**src/hdl/gas_alarm_defines.svh**
```systemverilog
`ifndef GAS_ALARM_DEFINES_SVH
`define GAS_ALARM_DEFINES_SVH

`define NUM_DET 4
`define NUM_LVL 3
`define MEAS_W 12
`define NUM_REL 4

// register byte offsets
`define OFF_CTRL 12'h000
`define OFF_STATUS 12'h004
`define OFF_MODULE 12'h008
`define OFF_MEAS_BASE 12'h040
`define OFF_UNDER_BASE 12'h080
`define OFF_LVL_BASE 12'h100
`define OFF_RELMAP_BASE 12'h200

// control fields
`define CTRL_BUZ_DIS 0
`define CTRL_LINES 1
`define CTRL_BRIDGE 2
`define CTRL_RESET 32'h0000_0000

// level config fields
`define LVL_THR_LSB 0
`define LVL_FALLING 16
`define LVL_INST_EN 17
`define LVL_AVG_EN 18
`define LVL_HYST_LSB 19
`define LVL_MANUAL 21
`define LVL_RESET 32'h0002_0fff

// range limits and averaging
`define FULL_SCALE 12'hfff
`define HYST_STEP 12'h029
`define AVG_SHIFT 4
`define AVG_MIN_MIN 15
`define AVG_MAX_MIN 480

`define MAX_MOD_ONE 5
`define MAX_MOD_TWO 10
`define MOD_ADDR_MAX 6'h20
`define ANALOG_SPAN 6'h08

// buzzer cadence, in clock cycles
`define CLK_HZ 25000000
`define BUZ_BASE_MS 400
`define BUZ_BASE_CYC ((`CLK_HZ / 1000) * `BUZ_BASE_MS)

`endif

```
**src/hdl/gas_alarm_pkg.sv**
```systemverilog
package gas_alarm_pkg;
    typedef enum logic [2:0] {
        AL_IDLE = 3'b001,
        AL_ACTIVE = 3'b010,
        AL_ACKED = 3'b100
    } ack_state_e;
endpackage : gas_alarm_pkg

```
**src/hdl/alarm_level_n.sv**
```systemverilog
`timescale 1ns/1ns
`default_nettype none
`include "gas_alarm_defines.svh"
module alarm_level_n
    import gas_alarm_pkg::*;
(
    input wire logic clk,
    input wire logic rst_b,
    input wire logic ce,
    input wire logic [11:0] meas,
    input wire logic [11:0] avg,
    input wire logic [31:0] cfg,
    input wire logic ack,
    output logic relay_norm,
    output logic relay_buz,
    output logic ind_on,
    output logic ind_blink,
    output logic buz_req
);
    typedef struct packed {
        ack_state_e st;
        logic cond;
        logic buz;
    } lvl_s;
    lvl_s q, next_q;
    logic [11:0] thr, hyst, clr_thr;
    logic falling, manual, hit_i, hit_a, hit, clear_i, clear_a, next_cond;

    always_comb begin
        thr = cfg[`LVL_THR_LSB +: 12];
        falling = cfg[`LVL_FALLING];
        manual = cfg[`LVL_MANUAL];
        hyst = 12'(`HYST_STEP * cfg[`LVL_HYST_LSB +: 2]);
        clr_thr = falling ? 12'(thr + hyst) : 12'(thr - hyst);
        // rising or falling comparison on sample and average
        hit_i = falling ? (meas <= thr) : (meas >= thr);
        hit_a = falling ? (avg <= thr) : (avg >= thr);
        clear_i = falling ? (meas > clr_thr) : (meas < clr_thr);
        clear_a = falling ? (avg > clr_thr) : (avg < clr_thr);
        hit = (cfg[`LVL_INST_EN] & hit_i) | (cfg[`LVL_AVG_EN] & hit_a);
        next_cond = q.cond ? !((!cfg[`LVL_INST_EN] | clear_i) &
                               (!cfg[`LVL_AVG_EN] | clear_a)) & (|cfg[18:17])
                           : hit;
        next_q = q;
        next_q.cond = next_cond;
        case (q.st)
            AL_IDLE: begin
                if (next_cond) begin
                    next_q.st = AL_ACTIVE;
                    next_q.buz = 1'b1;
                end
            end
            AL_ACTIVE: begin
                if (ack) begin
                    next_q.buz = 1'b0;
                    next_q.st = q.cond ? AL_ACKED : AL_IDLE;
                end else if (!q.cond && !manual) begin
                    next_q.st = AL_IDLE;
                end
            end
            AL_ACKED: begin
                if (!q.cond) next_q.st = AL_IDLE;
            end
            default: next_q.st = AL_IDLE;
        endcase
        if (q.st == AL_IDLE && ack) next_q.buz = 1'b0;
    end

    always_ff @(posedge clk) begin
        if (!rst_b) begin
            q <= '{st: AL_IDLE, cond: 1'b0, buz: 1'b0};
        end else if (ce) begin
            q <= next_q;
        end
    end

    assign relay_norm = q.st != AL_IDLE;
    assign relay_buz = q.st == AL_ACTIVE;
    assign ind_on = q.st != AL_IDLE;
    assign ind_blink = q.st == AL_ACTIVE && manual;
    assign buz_req = q.buz;

    a_ack_releases: assert property (@(posedge clk) disable iff (!rst_b)
        ce && ack && q.st == AL_ACTIVE |=> !relay_buz && !buz_req)
        else $error("ack left resettable relay or buzzer on");
    a_auto_clear: assert property (@(posedge clk) disable iff (!rst_b)
        ce && !manual && !q.cond && q.st != AL_IDLE |=> !relay_norm)
        else $error("auto mode relay held after clear");
    a_manual_hold: assert property (@(posedge clk) disable iff (!rst_b)
        ce && manual && q.st == AL_ACTIVE && !ack |=> relay_norm)
        else $error("manual alarm released without ack");
endmodule : alarm_level_n
`default_nettype wire

```
**src/hdl/gas_alarm_ack_manager.sv**
```systemverilog
// Chosen here: the APB register port and the address map.
`timescale 1ns/1ns
`default_nettype none
`include "gas_alarm_defines.svh"
module gas_alarm_ack_manager
    import gas_alarm_pkg::*;
(
    input wire logic clk,
    input wire logic rst_b,
    input wire logic ce,
    input wire logic psel,
    input wire logic penable,
    input wire logic pwrite,
    input wire logic [11:0] paddr,
    input wire logic [31:0] pwdata,
    output logic [31:0] prdata,
    output logic pready,
    output logic pslverr,
    input wire logic reset_key,
    input wire logic [`NUM_DET-1:0] det_fail,
    output logic fault_relay,
    output logic buzzer,
    output logic [`NUM_REL-1:0] alarm_relay,
    output logic [`NUM_DET-1:0] over_range_alarm,
    output logic [`NUM_DET-1:0] under_range_alarm,
    output logic [`NUM_DET-1:0] no_ambiguity_alarm,
    output logic [`NUM_LVL-1:0] zone_ind_on,
    output logic [`NUM_LVL-1:0] zone_ind_blink
);
    localparam int NE = `NUM_DET * `NUM_LVL;
    localparam int MOD_W = 32;

    typedef struct packed {
        logic [31:0] ctrl;
        logic [`NUM_DET-1:0][11:0] meas;
        logic [`NUM_DET-1:0][11:0] avg;
        logic [`NUM_DET-1:0][11:0] under;
        logic [`NUM_DET-1:0] flam;
        logic [NE-1:0][21:0] lvl;
        logic [`NUM_REL-1:0][NE+2:0] relmap;
        logic [`NUM_REL-1:0] relbuz;
        logic [MOD_W-1:0] mod;
        logic [2:0] key;
        logic [23:0] cad;
        logic [31:0] rdata;
        logic [`NUM_DET-1:0] nam;
    } top_s;
    top_s q, next_q;

    logic ack, wr, rd, any_fail, cfg_err;
    logic [NE-1:0] rn, rb, ion, iblk, bz;
    logic [`NUM_DET-1:0] ovr, und;
    logic [5:0] mod_cnt;
    logic [5:0] span_cnt;
    logic [23:0] period;
    logic [1:0] top_lvl;

    // third stage compared with second, never the first stage
    assign ack = ce & q.key[1] & ~q.key[2];

    genvar g;
    generate
        for (g = 0; g < NE; g++) begin : g_lvl
            alarm_level_n u_lvl (
                .clk(clk),
                .rst_b(rst_b),
                .ce(ce),
                .meas(q.meas[g / `NUM_LVL]),
                .avg(q.avg[g / `NUM_LVL]),
                .cfg({10'h000, q.lvl[g]}),
                .ack(ack),
                .relay_norm(rn[g]),
                .relay_buz(rb[g]),
                .ind_on(ion[g]),
                .ind_blink(iblk[g]),
                .buz_req(bz[g])
            );
        end
    endgenerate

    always_comb begin
        for (int d = 0; d < `NUM_DET; d++) begin
            ovr[d] = q.meas[d] == `FULL_SCALE;
            und[d] = q.meas[d] <= q.under[d];
        end
        mod_cnt = '0;
        span_cnt = '0;
        for (int m = 0; m < MOD_W; m++) begin
            // six bits so that a full 32-module mask cannot wrap to zero
            mod_cnt = mod_cnt + 6'(q.mod[m]);
        end
        // with control bit 3 set, modules at positions 0, 8, 16 and 24 reserve eight slots each
        for (int m = 0; m < MOD_W; m += 8) begin
            if (q.mod[m] && q.ctrl[3]) span_cnt = span_cnt + `ANALOG_SPAN;
        end
        cfg_err = (q.ctrl[`CTRL_BRIDGE] && mod_cnt != 6'h00) ||
            (!q.ctrl[`CTRL_LINES] && mod_cnt > 6'(`MAX_MOD_ONE)) ||
            (q.ctrl[`CTRL_LINES] && mod_cnt > 6'(`MAX_MOD_TWO)) ||
            (span_cnt > `MOD_ADDR_MAX);
        any_fail = (|det_fail) | (|q.nam) | cfg_err;
    end

    always_comb begin
        top_lvl = 2'd0;
        for (int e = 0; e < NE; e++) begin
            if (bz[e] && 2'(e % `NUM_LVL) >= top_lvl) top_lvl = 2'(e % 3);
        end
        // higher level halves the pulse period
        period = 24'(`BUZ_BASE_CYC) >> top_lvl;
    end

    assign wr = psel & penable & pwrite & ce;
    assign rd = psel & ~penable & ~pwrite;

    always_comb begin
        next_q = q;
        next_q.key = {q.key[1:0], reset_key};
        next_q.cad = (q.cad >= period - 24'h1) ? 24'h0 : q.cad + 24'h1;
        for (int d = 0; d < `NUM_DET; d++) begin
            // no-ambiguity latch cleared only once reading falls back
            if (q.flam[d] && ovr[d]) next_q.nam[d] = 1'b1;
            else if (!ovr[d]) next_q.nam[d] = 1'b0;
            // exponential moving average; window set by shift
            next_q.avg[d] = 12'(q.avg[d] - (q.avg[d] >> `AVG_SHIFT)
                + (q.meas[d] >> `AVG_SHIFT));
        end
        if (wr) begin
            if (paddr == `OFF_CTRL) next_q.ctrl = pwdata;
            if (paddr == `OFF_MODULE) next_q.mod = pwdata;
            for (int d = 0; d < `NUM_DET; d++) begin
                if (paddr == `OFF_MEAS_BASE + 12'(4 * d)) begin
                    next_q.meas[d] = pwdata[11:0];
                    next_q.flam[d] = pwdata[31];
                end
                if (paddr == `OFF_UNDER_BASE + 12'(4 * d))
                    next_q.under[d] = pwdata[11:0];
            end
            for (int e = 0; e < NE; e++) begin
                if (paddr == `OFF_LVL_BASE + 12'(4 * e))
                    next_q.lvl[e] = pwdata[21:0];
            end
            for (int r = 0; r < `NUM_REL; r++) begin
                if (paddr == `OFF_RELMAP_BASE + 12'(4 * r)) begin
                    next_q.relmap[r] = pwdata[NE+2:0];
                    next_q.relbuz[r] = pwdata[31];
                end
            end
        end
        next_q.rdata = 32'h0;
        if (rd) begin
            case (paddr)
                `OFF_CTRL: next_q.rdata = q.ctrl;
                `OFF_STATUS: next_q.rdata = {16'h0, 1'b0, cfg_err,
                    2'b00, ~any_fail, 11'(ion)};
                `OFF_MODULE: next_q.rdata = q.mod;
                default: begin
                    // every setup register reads back for the setup tool
                    for (int d = 0; d < `NUM_DET; d++) begin
                        if (paddr == `OFF_MEAS_BASE + 12'(4 * d))
                            next_q.rdata = {q.flam[d], 19'h0, q.meas[d]};
                        if (paddr == `OFF_UNDER_BASE + 12'(4 * d))
                            next_q.rdata = {20'h0, q.under[d]};
                    end
                    for (int e = 0; e < NE; e++)
                        if (paddr == `OFF_LVL_BASE + 12'(4 * e))
                            next_q.rdata = {10'h0, q.lvl[e]};
                    for (int r = 0; r < `NUM_REL; r++)
                        if (paddr == `OFF_RELMAP_BASE + 12'(4 * r))
                            next_q.rdata = {q.relbuz[r], 16'h0, q.relmap[r]};
                end
            endcase
        end
    end

    always_ff @(posedge clk) begin
        if (!rst_b) begin
            q <= '0;
            for (int e = 0; e < NE; e++) q.lvl[e] <= 22'(`LVL_RESET);
        end else if (ce) begin
            q <= next_q;
        end
    end

    assign pready = 1'b1;
    assign pslverr = 1'b0;
    assign prdata = q.rdata;

    always_comb begin
        fault_relay = ~any_fail;
        for (int r = 0; r < `NUM_REL; r++) begin
            // buzzer-mode relays follow the resettable output
            alarm_relay[r] = |(q.relmap[r][NE-1:0] & (q.relbuz[r] ? rb : rn))
                | (q.relmap[r][NE] & |ovr)
                | (q.relmap[r][NE+1] & |und)
                | (q.relmap[r][NE+2] & any_fail);
        end
        for (int l = 0; l < `NUM_LVL; l++) begin
            zone_ind_on[l] = 1'b0;
            zone_ind_blink[l] = 1'b0;
            for (int d = 0; d < `NUM_DET; d++) begin
                zone_ind_on[l] |= ion[d * `NUM_LVL + l] & !iblk[d*3+l];
                zone_ind_blink[l] |= iblk[d * `NUM_LVL + l];
            end
        end
        over_range_alarm = ovr;
        under_range_alarm = und;
        no_ambiguity_alarm = q.nam;
        // steady tone on fault, pulsed tone on alarm
        buzzer = !q.ctrl[`CTRL_BUZ_DIS] && (any_fail ||
            (|bz && q.cad < (period >> 1)));
    end

    a_fault_relay: assert property (@(posedge clk) disable iff (!rst_b)
        |det_fail |-> !fault_relay)
        else $error("fault relay energised during failure");
    a_buzzer_off: assert property (@(posedge clk) disable iff (!rst_b)
        q.ctrl[`CTRL_BUZ_DIS] |-> !buzzer)
        else $error("buzzer sounded while disabled");
    a_under_range: assert property (@(posedge clk) disable iff (!rst_b)
        under_range_alarm[0] == (q.meas[0] <= q.under[0]))
        else $error("under-range flag mismatch");
    a_key_pulse: assert property (@(posedge clk) disable iff (!rst_b)
        ack |=> !ack)
        else $error("reset key gave more than one pulse");
    a_bridge_mods: assert property (@(posedge clk) disable iff (!rst_b)
        q.ctrl[`CTRL_BRIDGE] && q.mod != '0 |-> !fault_relay)
        else $error("modules accepted on bridge variant");
    c_ack: cover property (@(posedge clk) ack && |bz);
    c_blink: cover property (@(posedge clk) |zone_ind_blink);
    c_fault: cover property (@(posedge clk) !fault_relay);
    c_manual_ack: cover property (@(posedge clk) ack && |iblk);
    c_cfg_err: cover property (@(posedge clk) cfg_err);

    a_fault_free: assert property (@(posedge clk) disable iff (!rst_b)
        !any_fail |-> fault_relay)
        else $error("fault relay released with no failure");
    a_fault_tone: assert property (@(posedge clk) disable iff (!rst_b)
        any_fail && !q.ctrl[`CTRL_BUZ_DIS] |-> buzzer)
        else $error("fault tone not steady");
    a_alarm_tone: assert property (@(posedge clk) disable iff (!rst_b)
        !any_fail && bz == '0 |-> !buzzer)
        else $error("buzzer sounding with no event");
    a_write_lands: assert property (@(posedge clk) disable iff (!rst_b)
        wr && paddr == `OFF_CTRL |=> q.ctrl == $past(pwdata))
        else $error("control write did not land");

    a_relay_fail: assert property (@(posedge clk) disable iff (!rst_b)
        q.relmap[2][NE+2] && any_fail |-> alarm_relay[2])
        else $error("failure mapped relay not driven");
    a_relay_over: assert property (@(posedge clk) disable iff (!rst_b)
        q.relmap[2][NE] && |ovr |-> alarm_relay[2])
        else $error("over-range mapped relay not driven");
    a_relay_under: assert property (@(posedge clk) disable iff (!rst_b)
        q.relmap[2][NE+1] && |und |-> alarm_relay[2])
        else $error("under-range mapped relay not driven");
    a_nam_latch: assert property (@(posedge clk) disable iff (!rst_b)
        ce && q.flam[0] && ovr[0] |=> no_ambiguity_alarm[0])
        else $error("no-ambiguity alarm not latched");
    a_nam_fail: assert property (@(posedge clk) disable iff (!rst_b)
        |q.nam |-> !fault_relay)
        else $error("no-ambiguity alarm left fault relay on");

    a_count_limit: assert property (@(posedge clk) disable iff (!rst_b)
        !q.ctrl[`CTRL_LINES] && mod_cnt > 6'd5 |-> cfg_err)
        else $error("too many modules on one line accepted");
    a_two_line: assert property (@(posedge clk) disable iff (!rst_b)
        q.ctrl[`CTRL_LINES] && !q.ctrl[`CTRL_BRIDGE] && mod_cnt <= 6'd10
        && span_cnt <= `MOD_ADDR_MAX |-> !cfg_err)
        else $error("legal two-line module count refused");
    a_zone_steady: assert property (@(posedge clk) disable iff (!rst_b)
        ion[0] && !iblk[0] |-> zone_ind_on[0])
        else $error("steady zone lamp missing");
    a_zone_blink: assert property (@(posedge clk) disable iff (!rst_b)
        iblk[0] |-> zone_ind_blink[0])
        else $error("blinking zone lamp missing");
endmodule : gas_alarm_ack_manager
`default_nettype wire

```
**config.mk**
```make
export PLATFORM = sky130hd
export DESIGN_NAME = gas_alarm_ack_manager
export DESIGN_NICKNAME = d
export VERILOG_FILES = /design/src/hdl/gas_alarm_pkg.sv /design/src/hdl/alarm_level_n.sv /design/src/hdl/gas_alarm_ack_manager.sv
export VERILOG_INCLUDE_DIRS = /design/src /design/src/hdl
export SDC_FILE = /design/constraint.sdc
export NUM_CORES = 2
export LEC_CHECK = 0
export BUFFER_PORTS_ARGS = -buffer_cell sky130_fd_sc_hd__buf_4
export CAP_MARGIN = 20
export CORE_MARGIN = 10
export CORE_UTILIZATION = 42
export CTS_CLUSTER_DIAMETER = 150
export CTS_CLUSTER_SIZE = 16
export DETAILED_ROUTE_END_ITERATION = 6
export GPL_TIMING_DRIVEN = 0
export PLACE_DENSITY = 0.65
export SLEW_MARGIN = 20
export SYNTH_ARGS = -nofsm -noshare
export SYNTH_HDL_FRONTEND = slang
export SYNTH_SLANG_ARGS = --single-unit
```
**constraint.sdc**
```tcl
create_clock -name clk -period 8.5 [get_ports clk]
set_input_delay 1.7 -clock clk [delete_from_list [all_inputs] [get_ports clk]]
set_output_delay 1.7 -clock clk [all_outputs]
set_load 0.05 [all_outputs]
```
==> summary.txt <==
Max Clock Skew: 0.06552 ns
Area after DPL: 0.05928 mm2
Register bit total from synthesis: 663
P_sw: 3273 uW
Final Util: 46.21%
Core area: 0.1318 mm2
Total power divided by cell area: 140.0 mW/mm2
Final instance area: 0.06090 mm2
Largest net degree at the start of global routing: 17
Violated checks: design-rule violations
Max-slew violations: 0
Comb pwr share: 29.7%
Cell row count: 133
Die Y: 384.5 um
Ys flop type: dfxtp_1
Antenna viol nets, final: 0
Switching Share: 38.40%
Final WL: 292.5 mm
Clk_lat worst skew: 0.75 ns
P&R area growth vs syn: 9.150%
FMAX: 119.8 MHz
Die Wd: 384.5 um
DR pass1 iterations: 7
Congestion Overflow GR: 0
Part of the power in the clock network: 27.9%
H-tree depth: 2
Setup-failing EPs final: 0
Count leader, synth: nand2_1
Dominant cell type by area after synthesis: dfxtp_1
First-pass GRT wire length: 403.8 mm
Synth Area per Inst: 7.728 um2
Reg2reg end: g_lvl[4].u_lvl.buz_req$_SDFFE_PN0P_
Post-Syn Area: 0.05579 mm2
Die ar.: 0.1478 mm2
FF-to-FF path depth: 23
WP data arrival: 6.65 ns
Critical Path Start Type: flop
Post-synthesis sequential area ratio: 23.79%
Cell-internal power: 5252 uW
Final Hold Fails: 0
Leakage: 0.02680 uW
IO Port Bufs: 88
Gpl congestion: 1.111
Synth cell types: 89
Starting Density: 42.33%
Non-filler cells, final: 9171
Required time worst endpoint: 6.80 ns
Tightest Pin Transition: 1.333 ns
Status: finished, violations left
CTS sink count: 663
Total CTS buffers: 47
Worst reg2reg setup slack: 2.07 ns
Commonest cells in the netlist: nand2_1 (1177), ha_1 (896), a21oi_1 (822)
Async SR Flop Fraction: 0%
Synth warnings: 0
Synthesized instance count: 7220
Clock root cell: clkbuf_16
Vias in the first global route: 54990
Synth area leaders: dfxtp_1 (24%), ha_1 (20%), nand2_1 (7.9%)
Hold-fix buffers at CTS: 0
Area of the multi-input gates: 0.03907 mm2
Max_cap viols: 0
Hold worst-path end: q[445]$_SDFFE_PN0P_
Worst min path class: flop to flop
Initial DRC count: 8614
TritonCTS clock tree: done
Vias/cell: 6.560
Register area: 0.01329 mm2
Dpl cells: 9089
Hold depth: 2
Final worst-path cycle share: 98.21%
Routed len/inst: 31.89 um
Post-synth EDFFs: 0
Top cell type's share of synthesized area: 23.79%
Clock Path Buffers: 3
Critical path class: flop to output pin
Setup crit end kind: output pin
GRT Resource Usage Total: 37.64%
Final-stage net count: 8411
Maximum VDD drop: 0.0002241 V
Syn_nets: 8239
Overall power: 8525 uW
Worst Hold Launch: q[445]$_SDFFE_PN0P_
Layout cell share with drive strength beyond 1: 5.976%
Top Ports: 113
Sequential share of power: 42.3%
DP HPWL: 226.5 mm
Crit Reg-Reg Startpoint: q[266]$_SDFFE_PN0P_
Rel. slew slack: 11.11%
Max Fanout on Critical Path: 5
Minimum clock period: 8.348 ns
Fill cells: 13230
Initial antenna violation count: 32
Routed via count: 60160
Detailed-route DRC error count: 11
Reg clk slew, reported paths: 0.08 ns
## power by group through the flow
stage	sequential (uW)	combinational, uW	clock [uW]
global route	3600	2840	2450
detailed placement	3670	2460	0
global placement	3660	2340	0
CTS	3590	2480	2350
floorplan	3420	1800	0
finish	3610	2530	2380
## layout make-up
type / count / share of cell area [%]
multi-input combinational: 5613 / 64.15
sequential: 663 / 21.82
tap: 1755 / 3.606
inverter: 564 / 3.476
buffer: 380 / 2.759
timing repair buffer: 123 / 1.966
clock buffer: 48 / 1.954
clock inverter: 5 / 0.1890
antenna: 20 / 0.08218
## stage by stage
| step | hold slack (ns) | worst slack, ns | TNS [ns] |
|---|---|---|---|
| 3_3_place_gp | 0.4383 | -0.2361 | -0.7803 |
| 5_1_grt | 0.4715 | -0.005345 | -0.005345 |
| 2_1_floorplan | 0.4179 | 1.073 | 0 |
| 4_1_cts | 0.4555 | 0.007391 | 0 |
| 6_report | 0.4577 | 0.1523 | 0 |
| 3_5_place_dp | 0.4447 | -0.1416 | -0.3941 |
## cells by family after synthesis
logic type | count (synthesis) | synth area share, %
multiplexers | 91 | 1.702
XOR/XNOR | 165 | 2.590
adder cells (fa/ha/maj) | 964 | 22.53
other | 2 | 0.01346
flip-flops | 663 | 23.79
AO/OA/AOI/OAI | 2036 | 23.15
buffers and inverters | 944 | 6.690
AND/OR/NAND/NOR | 2355 | 19.53
## worst max-delay path by stage
stage,end,cells after the start,slack [ns],start
detailed placement,alarm_relay[2],21,-0.14,q[70]$_SDFFE_PN0P_
global placement,alarm_relay[3],21,-0.24,q[70]$_SDFFE_PN0P_
finish,alarm_relay[2],22,0.15,q[68]$_SDFFE_PN0P_
global route,alarm_relay[2],22,-0.005,q[78]$_SDFFE_PN0P_
floorplan,alarm_relay[0],20,1.07,q[68]$_SDFFE_PN0P_
CTS,alarm_relay[1],22,0.007,q[68]$_SDFFE_PN0P_
## sequential cells by signal, summed over array words and instances (netlist names)
| signal | flops |
|---|---|
| g_lvl.u_lvl.buz_req | 12 |
| g_lvl.u_lvl.q | 48 |
| next_q | 2 |
| no_ambiguity_alarm | 4 |
| prdata | 32 |
| q | 565 |
## repair_timing
action                                  in CTS  in global routing
pin swaps                                    3                 16
resized for setup                           17                 28
setup buffers                                4                  3
endpoints found under the setup margin       6                  5
## worst max-delay path: stages, from the launching register on
cell,delay [ns]
dfxtp_2,0.36
inv_1,0.06
fa_1,0.56
inv_1,0.07
fa_1,0.53
fa_1,0.43
fa_1,0.47
fa_1,0.49
inv_1,0.05
fa_1,0.43
inv_1,0.07
ha_2,0.19
inv_2,0.04
fa_2,0.38
xor2_2,0.19
nand3_1,0.10
a21oi_2,0.20
o2111ai_4,0.17
nand3b_1,0.25
buf_8,0.20
a2111oi_4,0.32
o21ai_1,0.15
buf_6,0.18
## cells in the final DEF (no fill, tap or decap), types with 33 or more instances in the layout
cell type  netlist  final
a21oi_1        822    819
nor2_1         334    331
mux2i_1         60     60
o21ai_0        288    282
buf_2           27     36
nand2_1       1177   1177
nand3_1        166    166
dfxtp_1        663    656
inv_1          563    562
o211ai_1       226    226
a22oi_1         76     76
xnor2_1         95     95
a21o_1         124    124
or2_2           34     34
nor3_1         106    103
a221oi_1        39     39
nor2b_1        115    115
xor2_1          70     69
a211oi_1        57     56
fa_1            68     66
clkbuf_16        0     47
ha_1           896    895
clkbuf_1       299    251
o22ai_1         36     35
and3_1          35     35
o21a_1          33     33
buf_4           39    132
nand2b_1        64     64
nand4_1        172    172
clkbuf_2         1     49
## routing by layer
metal | wire length (um) | global-route usage (%) | up-vias | part of all wire [%]
met5 | 271 | 0.4222 | - | 0.093
met4 | 25810 | 26.49 | 28 | 8.8
met3 | 41000 | 13.48 | 1190 | 14
met2 | 114800 | 53.36 | 4145 | 39
met1 | 110600 | 46.88 | 28580 | 38
li1 | - | - | 26220 | -
(Power assumes the default switching activity.)
